==> src/mrac_consts.svh <==
// Register map, field positions and decode constants of the region access checker
// Notes on behaviour
// [RQ1] Link requests outside the unprotected region are violations when high availability is on
// [RQ2] Remote address with access bit zero is forced into the protected cache region
// [RQ3] Remote address with access bit one is forced into the unprotected cache region
// [RQ4] Local addresses hitting the protected cache region are rejected as plain memory
// [RQ5] Local addresses hitting the unprotected cache region are rejected as plain memory
// [RQ6] Existing memory outside all three regions is protected main memory
// [RQ7] Coherent addresses whose row is not installed are nonexistent memory
// [RQ8] High availability off means protected; on, the address bit picks the kind
// [RQ9] Local accesses reach only main memory of their own protection kind
// [RQ10] Diagnostic accesses fail only on nonexistent memory
// [RQ11] Flush-entry operations are allowed only on the two cache regions
// [RQ12] Link protected access, availability off: protected main and protected cache allowed
// [RQ13] Link protected access with high availability on always fails
// [RQ14] Link unprotected access allows unprotected main memory and unprotected cache
// [RQ15] Processor requests are local types; link requests come from the link controller
// [RQ16] Two bus halves of four rows; lower and upper groups configured separately
// [RQ17] Row number plus lower/upper bus selects one of eight row setting groups
// [RQ18] Row size field: 0 is 16 Mbyte, 1 is 64 Mbyte, 2 and 3 are 128
// [RQ19] Each group has a row-exists flag telling whether memory is present
// [RQ20] Installed-row field maps the row, staying inside its own bus half
// [RQ21] Row map register is read/write, untouched by reset, reserved bits read zero
// [RQ22] Each region register has an enable bit cleared by reset
// [RQ23] Ten-bit mask picks forced address bits, value gives them, upper page on top
// [RQ24] A violation answers with an error and the memory access is not done
`ifndef MRAC_CONSTS_SVH
`define MRAC_CONSTS_SVH

`define MRAC_OFS_CTRL 8'h00
`define MRAC_OFS_UMEM 8'h04
`define MRAC_OFS_PCACHE 8'h08
`define MRAC_OFS_UCACHE 8'h0c
`define MRAC_OFS_ROW_LO 8'h10
`define MRAC_OFS_ROW_HI 8'h14
`define MRAC_OFS_STATUS 8'h18

`define MRAC_CTRL_HA_BIT 0
`define MRAC_REG_MASK_LSB 0
`define MRAC_REG_VAL_LSB 10
`define MRAC_REG_EN_BIT 31
`define MRAC_REGION_RST 32'h0000_0000
`define MRAC_KEY_W 10

`define MRAC_ROW_SIZE_LSB 0
`define MRAC_ROW_EXIST_BIT 2
`define MRAC_ROW_INST_LSB 3
`define MRAC_ROW_FIELD_W 5

`define MRAC_SIZE_16MB 8'h10
`define MRAC_SIZE_64MB 8'h40
`define MRAC_SIZE_128MB 8'h80

`endif

==> src/mrac_pkg.sv <==
// Types shared by the region access checker
package mrac_pkg;
    typedef enum logic [1:0] {RT_LOCAL, RT_DIAG, RT_FLUSH, RT_LINK} mrac_req_t;
    typedef enum logic [2:0] {MT_PMAIN, MT_UMAIN, MT_PCACHE, MT_UCACHE, MT_NONE} mrac_mem_t;
    typedef enum logic [2:0] {
        AC_PROT, AC_UNPROT, AC_DIAG, AC_FLUSH, AC_RPROT_HAD, AC_RPROT_HAE, AC_RUNPROT
    } mrac_acc_t;
endpackage

==> src/mrac_region_check.sv <==
// Memory region access checker and SDRAM row mapper
//
// The strobed register port and the register addresses were decided locally.
`timescale 1ns/1ps
`include "mrac_consts.svh"

module mrac_region_check
    import mrac_pkg::*;
(
    // Clock and reset
    input wire logic sys_clk,
    input wire logic rstn,
    // Register port
    input wire logic [7:0] reg_addr,
    input wire logic [31:0] reg_wdata,
    input wire logic reg_wr,
    input wire logic reg_rd,
    output logic [31:0] reg_rdata,
    // Request
    input wire logic req_valid,
    input wire mrac_req_t req_type,
    input wire logic req_remote_node,
    input wire logic req_ua,
    input wire logic [1:0] req_upage,
    input wire logic [1:0] req_row,
    input wire logic [5:0] req_lpage,
    input wire logic req_upper_bus,
    // Answer
    output logic resp_valid,
    output logic resp_err,
    output logic resp_go,
    output mrac_mem_t resp_mem,
    output logic [9:0] resp_key,
    output logic resp_upper_bus,
    output logic [1:0] resp_phys_row,
    output logic [7:0] resp_row_mb
);

    function automatic logic region_hit(input logic [9:0] key, input logic [31:0] r);
        logic [9:0] m;
        logic [9:0] v;
        m = r[`MRAC_REG_MASK_LSB +: `MRAC_KEY_W];
        v = r[`MRAC_REG_VAL_LSB +: `MRAC_KEY_W];
        region_hit = r[`MRAC_REG_EN_BIT] && ((key & m) == (v & m));
    endfunction

    function automatic logic [9:0] force_key(input logic [9:0] key, input logic [31:0] r);
        logic [9:0] m;
        logic [9:0] v;
        m = r[`MRAC_REG_MASK_LSB +: `MRAC_KEY_W];
        v = r[`MRAC_REG_VAL_LSB +: `MRAC_KEY_W];
        force_key = (key & ~m) | (v & m);
    endfunction

    function automatic logic allowed(input mrac_acc_t ac, input mrac_mem_t mt);
        allowed = 1'b0;
        case (ac)
            AC_PROT: allowed = (mt == MT_PMAIN);
            AC_UNPROT: allowed = (mt == MT_UMAIN);
            AC_DIAG: allowed = (mt != MT_NONE);
            AC_FLUSH: allowed = (mt == MT_PCACHE) || (mt == MT_UCACHE);
            AC_RPROT_HAD: allowed = (mt == MT_PMAIN) || (mt == MT_PCACHE);
            AC_RPROT_HAE: allowed = 1'b0;
            AC_RUNPROT: allowed = (mt == MT_UMAIN) || (mt == MT_UCACHE);
            default: allowed = 1'b0;
        endcase
    endfunction

    function automatic logic [7:0] row_mb(input logic [1:0] sz);
        case (sz)
            2'h0: row_mb = `MRAC_SIZE_16MB;
            2'h1: row_mb = `MRAC_SIZE_64MB;
            default: row_mb = `MRAC_SIZE_128MB;
        endcase
    endfunction

    // Registers
    logic ha_en_r;
    logic [31:0] umem_r;
    logic [31:0] pcache_r;
    logic [31:0] ucache_r;
    logic [4:0] row_cfg_r [0:7];
    logic [15:0] viol_cnt_r;
    mrac_mem_t last_viol_r;

    // Control and region registers; enables clear at reset
    always_ff @(posedge sys_clk or negedge rstn) begin
        if (!rstn) begin
            ha_en_r <= 1'b0;
            umem_r <= `MRAC_REGION_RST; // see [RQ22]
            pcache_r <= `MRAC_REGION_RST;
            ucache_r <= `MRAC_REGION_RST;
        end else if (reg_wr) begin
            case (reg_addr)
                `MRAC_OFS_CTRL: ha_en_r <= reg_wdata[`MRAC_CTRL_HA_BIT];
                `MRAC_OFS_UMEM: umem_r <= reg_wdata;
                `MRAC_OFS_PCACHE: pcache_r <= reg_wdata;
                `MRAC_OFS_UCACHE: ucache_r <= reg_wdata;
                default: ;
            endcase
        end
    end

    // Row map: one byte per group, low word groups 0-3, high word groups 4-7
    // Deliberately no reset; software must program it before memory is used
    always_ff @(posedge sys_clk) begin
        for (int g = 0; g < 4; g++) begin
            if (reg_wr && reg_addr == `MRAC_OFS_ROW_LO) begin
                row_cfg_r[g] <= reg_wdata[8*g +: `MRAC_ROW_FIELD_W]; // see [RQ21]
            end
            if (reg_wr && reg_addr == `MRAC_OFS_ROW_HI) begin
                row_cfg_r[g+4] <= reg_wdata[8*g +: `MRAC_ROW_FIELD_W]; // see [RQ16]
            end
        end
    end

    // Read data, one cycle after the strobe; unmapped offsets read zero
    logic [31:0] rdata_nxt;
    always_comb begin
        rdata_nxt = 32'h0000_0000;
        case (reg_addr)
            `MRAC_OFS_CTRL: rdata_nxt[`MRAC_CTRL_HA_BIT] = ha_en_r;
            `MRAC_OFS_UMEM: rdata_nxt = umem_r;
            `MRAC_OFS_PCACHE: rdata_nxt = pcache_r;
            `MRAC_OFS_UCACHE: rdata_nxt = ucache_r;
            `MRAC_OFS_ROW_LO: begin
                for (int g = 0; g < 4; g++) begin
                    rdata_nxt[8*g +: `MRAC_ROW_FIELD_W] = row_cfg_r[g]; // see [RQ21]
                end
            end
            `MRAC_OFS_ROW_HI: begin
                for (int g = 0; g < 4; g++) begin
                    rdata_nxt[8*g +: `MRAC_ROW_FIELD_W] = row_cfg_r[g+4];
                end
            end
            `MRAC_OFS_STATUS: rdata_nxt = {13'h0000, last_viol_r, viol_cnt_r};
            default: rdata_nxt = 32'h0000_0000;
        endcase
    end

    logic [31:0] reg_rdata_r;
    always_ff @(posedge sys_clk or negedge rstn) begin
        if (!rstn) begin
            reg_rdata_r <= 32'h0000_0000;
        end else begin
            reg_rdata_r <= reg_rd ? rdata_nxt : 32'h0000_0000;
        end
    end
    assign reg_rdata = reg_rdata_r;

    // Request decode
    logic [9:0] key_raw;
    logic [2:0] grp;
    logic [4:0] grp_cfg;
    logic ua_eff;
    logic to_cache;
    logic [9:0] key_nxt;
    mrac_mem_t mem_nxt;
    mrac_acc_t acc_nxt;
    logic err_nxt;

    assign key_raw = {req_upage, req_row, req_lpage};
    assign grp = {req_upper_bus, req_row}; // see [RQ17]
    assign grp_cfg = row_cfg_r[grp];
    assign ua_eff = ha_en_r & req_ua; // see [RQ8]
    // Only processor requests for a remote node get redirected into the cache
    assign to_cache = req_remote_node && (req_type != RT_LINK);

    always_comb begin
        key_nxt = key_raw;
        if (to_cache) begin
            key_nxt = ua_eff ? force_key(key_raw, ucache_r) // see [RQ3]
                             : force_key(key_raw, pcache_r); // see [RQ2] [RQ23]
        end
    end

    always_comb begin
        mem_nxt = MT_PMAIN; // see [RQ6]
        if (to_cache) begin
            mem_nxt = ua_eff ? MT_UCACHE : MT_PCACHE;
        end else if (!grp_cfg[`MRAC_ROW_EXIST_BIT]) begin
            mem_nxt = MT_NONE; // see [RQ7] [RQ19]
        end else if (region_hit(key_raw, pcache_r)) begin
            mem_nxt = MT_PCACHE; // see [RQ4]
        end else if (region_hit(key_raw, ucache_r)) begin
            mem_nxt = MT_UCACHE; // see [RQ5]
        end else if (region_hit(key_raw, umem_r)) begin
            mem_nxt = MT_UMAIN;
        end
    end

    always_comb begin
        acc_nxt = AC_PROT;
        case (req_type) // see [RQ15]
            RT_LOCAL: acc_nxt = ua_eff ? AC_UNPROT : AC_PROT;
            RT_DIAG: acc_nxt = AC_DIAG;
            RT_FLUSH: acc_nxt = AC_FLUSH;
            RT_LINK: begin
                if (ua_eff) begin
                    acc_nxt = AC_RUNPROT;
                end else begin
                    acc_nxt = ha_en_r ? AC_RPROT_HAE : AC_RPROT_HAD;
                end
            end
            default: acc_nxt = AC_PROT;
        endcase
    end

    // Table check; the link-outside-unprotected-region test agrees with it
    assign err_nxt = !allowed(acc_nxt, mem_nxt); // see [RQ9] [RQ10] [RQ11] [RQ12] [RQ13] [RQ14] [RQ1]

    // Answer stage
    always_ff @(posedge sys_clk or negedge rstn) begin
        if (!rstn) begin
            resp_valid <= 1'b0;
            resp_err <= 1'b0;
            resp_go <= 1'b0;
        end else begin
            resp_valid <= req_valid;
            resp_err <= req_valid && err_nxt; // see [RQ24]
            resp_go <= req_valid && !err_nxt;
        end
    end

    always_ff @(posedge sys_clk or negedge rstn) begin
        if (!rstn) begin
            resp_mem <= MT_PMAIN;
            resp_key <= 10'h000;
            resp_upper_bus <= 1'b0;
            resp_phys_row <= 2'h0;
            resp_row_mb <= 8'h00;
        end else if (req_valid) begin
            resp_mem <= mem_nxt;
            resp_key <= key_nxt;
            // Bus half is carried through unchanged so a row never crosses halves
            resp_upper_bus <= req_upper_bus; // see [RQ20]
            resp_phys_row <= grp_cfg[`MRAC_ROW_INST_LSB +: 2];
            resp_row_mb <= row_mb(grp_cfg[`MRAC_ROW_SIZE_LSB +: 2]); // see [RQ18]
        end
    end

    // Violation statistics; counter saturates instead of wrapping
    always_ff @(posedge sys_clk or negedge rstn) begin
        if (!rstn) begin
            viol_cnt_r <= 16'h0000;
            last_viol_r <= MT_PMAIN;
        end else if (req_valid && err_nxt) begin
            if (viol_cnt_r != 16'hffff) begin
                viol_cnt_r <= viol_cnt_r + 16'h0001;
            end
            last_viol_r <= mem_nxt;
        end
    end
endmodule

==> config.mk <==
export PLATFORM = sky130hd
export DESIGN_NAME = mrac_region_check
export DESIGN_NICKNAME = d
export VERILOG_FILES = /design/src/mrac_pkg.sv /design/src/mrac_region_check.sv
export VERILOG_INCLUDE_DIRS = /design/src
export SDC_FILE = /design/constraint.sdc
export NUM_CORES = 1
export LEC_CHECK = 0
export BUFFER_PORTS_ARGS = -buffer_cell sky130_fd_sc_hd__buf_4
export CAP_MARGIN = 20
export CORE_MARGIN = 10
export CORE_UTILIZATION = 32
export DETAILED_ROUTE_END_ITERATION = 16
export GPL_TIMING_DRIVEN = 0
export PLACE_DENSITY = 0.54
export SLEW_MARGIN = 20
export SYNTH_ARGS = -nofsm -noshare
export SYNTH_HDL_FRONTEND = slang
export SYNTH_SLANG_ARGS = --single-unit
==> constraint.sdc <==
create_clock -name sys_clk -period 3.8 [get_ports sys_clk]
set_input_delay 0.57 -clock sys_clk [delete_from_list [all_inputs] [get_ports sys_clk]]
set_output_delay 0.57 -clock sys_clk [all_outputs]
set_load 0.03 [all_outputs]
==> flow_summary_export.csv <==
group,metric,value,unit
timing,worst_pin_slew,0.9804,ns
synthesis,synth_compound_area_share,11.57,%
clock_network,clkSinkCount,210,
placed_design,hpwl,25050,um
timing,finalHoldViolCount,0,
timing,drv_slew,0,
final_layout,mostFrequentLayoutCell,"dfrtp_1",
clock_network,cts_max_level,1,
grt,grt_pass1_vias,7606,
routing,ant_nets,0,
placed_design,globalplace.congestion,0.9357,
setup_path,crit_type,"primary input to flip-flop",
floorplan,dieArea,38700,um^2
setup_path,crit_path_max_fanout,20,
floorplan,ios,119,
setup_path,critical_path.startpoint_type,"primary input",
grt,grt-ovfl-total,0,
synthesis,synth_xor_area_share,3.856,%
setup_path,cp_cell_sequence,"buf_4, or4_1, nor2_1, nand2_1, nor2_1, clkbuf_1, and3_2",
final_layout,final_cell_mix,"dfrtp_1 (170), mux2_2 (117), buf_4 (111)",
synthesis,postSynthCellCount,831,
setup_path,critPathCaptureType,"flip-flop",
floorplan,rows,64,
placed_design,portBuffers,107,
setup_path,worstSetupStartpoint,"reg_addr[0]",
clock_network,clkSlewWorstSetupHoldPaths,0.06,ns
clock_network,root_buffer,"clkbuf_16",
synthesis,async_reset_ff_share,80.95,%
grt,grt_max_degree,91,
routing,drc_errors,0,
routing,drt_iter0_drc,707,
floorplan,core,30670,um^2
final_layout,final_util,39.76,%
synthesis,ys_seq_elements,210,
grt,track_usage,17.06,%
final_layout,final_cell_area,12190,um^2
routing,vias,7461,
power,power.leakage,0.005351,uW
timing,max_freq,0.2708,GHz
synthesis,synth_cell_type_count,56,
setup_path,crit_arrival,3.85,ns
final_layout,syn_to_final_growth,22.00,%
synthesis,yosysSeqAreaShare,54.58,%
setup_path,worst_ep_required_time,3.96,ns
synthesis,synthAdderAreaFrac,0.1252,%
power,ir_worst_vdd,0.2712,mV
synthesis,synthFlopType,"dfrtp_1",
floorplan,die_h,196.7,um
floorplan,start_util,32.59,%
run,cap_violations,0,
timing,setup_viol,0,
timing,skew,0.01687,ns
run_status,status,"finished clean",
final_layout,layout-drive-gt1-share,29.96,%
setup_path,cp_slowest_stage_delay,0.68,ns
floorplan,die_w,196.7,um
routing,first_pass_iters,6,
setup_path,rr_startpoint,"ucache_r[19]",
clock_network,clk_path_buf_depth,3,
timing,tns,0,ns
power,power_density,448.6,nW/um^2
grt,antenna_found_initial,0,
final_layout,final_nets,1032,
synthesis,ys_warn_count,0,
timing,rsz0062_at_grt,"false",
clock_network,cts_made_buffers,24,
timing,slew_headroom,34.64,%
synthesis,synth.avg_cell_area,12.03,um^2
synthesis,synth_edf_count,40,
setup_path,rrSetupSlack,0.44,ns
synthesis,synth_mux_area_share,17.79,%
clock_network,ctsHoldBuffers,0,
power,p_total,5470,uW
timing,finalCritPeriodShare,97.18,%
synthesis,netlist_area,9995,um^2
setup_path,crit_path_frequent_cell,"nor2_1",
routing,wirelength,34310,um
placed_design,placed_area,11390,um^2
timing,min_period,3.693,ns
clock_network,clkLatencyLatePin,0.53,ns
worst_hold_path,hold_path_class,"primary input to asynchronous set/reset pin",
grt,grt_pass1_wl,50520,um
final_layout,num_antenna_cells,0,
setup_path,critPathSlowestCell,"and3_2",
routing,wl_per_cell,24.79,um
synthesis,yosys.area_share.simple,8.600,%
clock_network,cts_tree,"yes",
synthesis,synth_top_family_by_area,"multiplexers",
routing,vias_per_cell,5.391,
==> per-stage QoR <==
step,setup WS [ns],hold WS [ns],instances
floorplan,0.4476,0.2744,835
global placement,-0.6409,0.4675,1338
detailed placement,-0.6243,0.4723,1341
CTS,0.2439,0.06090,1384
global route,0.007911,0.07594,1384
finish,0.1071,0.02991,1384
==> power by group <==
part           total, uW  switching [uW]  internal (uW)
registers           2550             137           2410
clock network       2330             937           1400
logic                588             343            245
total               5470            1420           4050
==> layer usage <==
layer,global-route usage [%],up-vias,routed length [um]
met1,22.89,3818,14840
li1,-,3313,-
met2,27.86,278,16260
met4,4.491,0,813
met3,2.970,52,2396
met5,0,-,0
==> critical path, delay by kind of cell <==
family | cells | cell delay [ns]
buffers and inverters | 2 | 0.70
AND/OR/NAND/NOR | 5 | 2.56
==> cells in the mapped netlist (15+ instances only) <==
cell      number  share of area [%]
a21oi_1       42                2.1
a22oi_1       38                2.9
clkbuf_1      37                1.4
dfrtp_1      170                 43
edfxtp_1      40                 12
inv_1         23               0.86
mux2_2       117                 13
mux2i_1       22                2.2
nand2_1       52                2.0
nand3_1       15               0.75
nor2_1        40                1.5
o21ai_0       28                1.4
xor2_1        42                3.7
==> state kept, by name (all words and copies together), names as in the netlist <==
name and cells:
ha_en_r 1, last_viol_r 3, pcache_r 32, reg_rdata 32
resp_err 1, resp_go 1, resp_key 10, resp_mem 3
resp_phys_row 2, resp_row_mb 3, resp_upper_bus 1, resp_valid 1
row_cfg_r 40, ucache_r 32, umem_r 32, viol_cnt_r 16
==> logic make-up (layout without fill, tap and decap cells) <==
kind of cell               after synthesis  count (layout)
DFF                                    210             210
adders and majority gates                1               1
and+or+nand+nor                        171             171
AOI/OAI and AO/OA                      174             174
muxes                                  150             150
xor gates and xnor gates                44              44
buffers and inverters                   80             233
other                                    1               5
==> final timing paths <==
kind                       depth (start not counted)              end
max                                                7  row_cfg_r[4][1]
min                                                1    reg_rdata[26]
max reg2reg                                       10   viol_cnt_r[12]
min reg2reg                                        1   resp_row_mb[7]
max in group asynchronous                          2      ucache_r[3]
min in group sys_clk                               1       resp_valid
==> repair_timing <==
item	in CTS	in global routing
endpoints found under the setup margin	30	0
resized for setup	2	0
buffers inserted	0	0
==> area by class of cell <==
| cell class | count | area (um^2) |
|---|---|---|
| clock inverter | 8 | 63.81 |
| tap | 396 | 495.5 |
| timing repair buffer | 110 | 864.6 |
| buffer | 57 | 257.7 |
| fill | 3024 | 18480 |
| inverter | 23 | 86.33 |
| clock buffer | 35 | 733.2 |
| sequential | 210 | 5455 |
| multi-input combinational | 545 | 4237 |
Power figures use the tool's default switching activity.
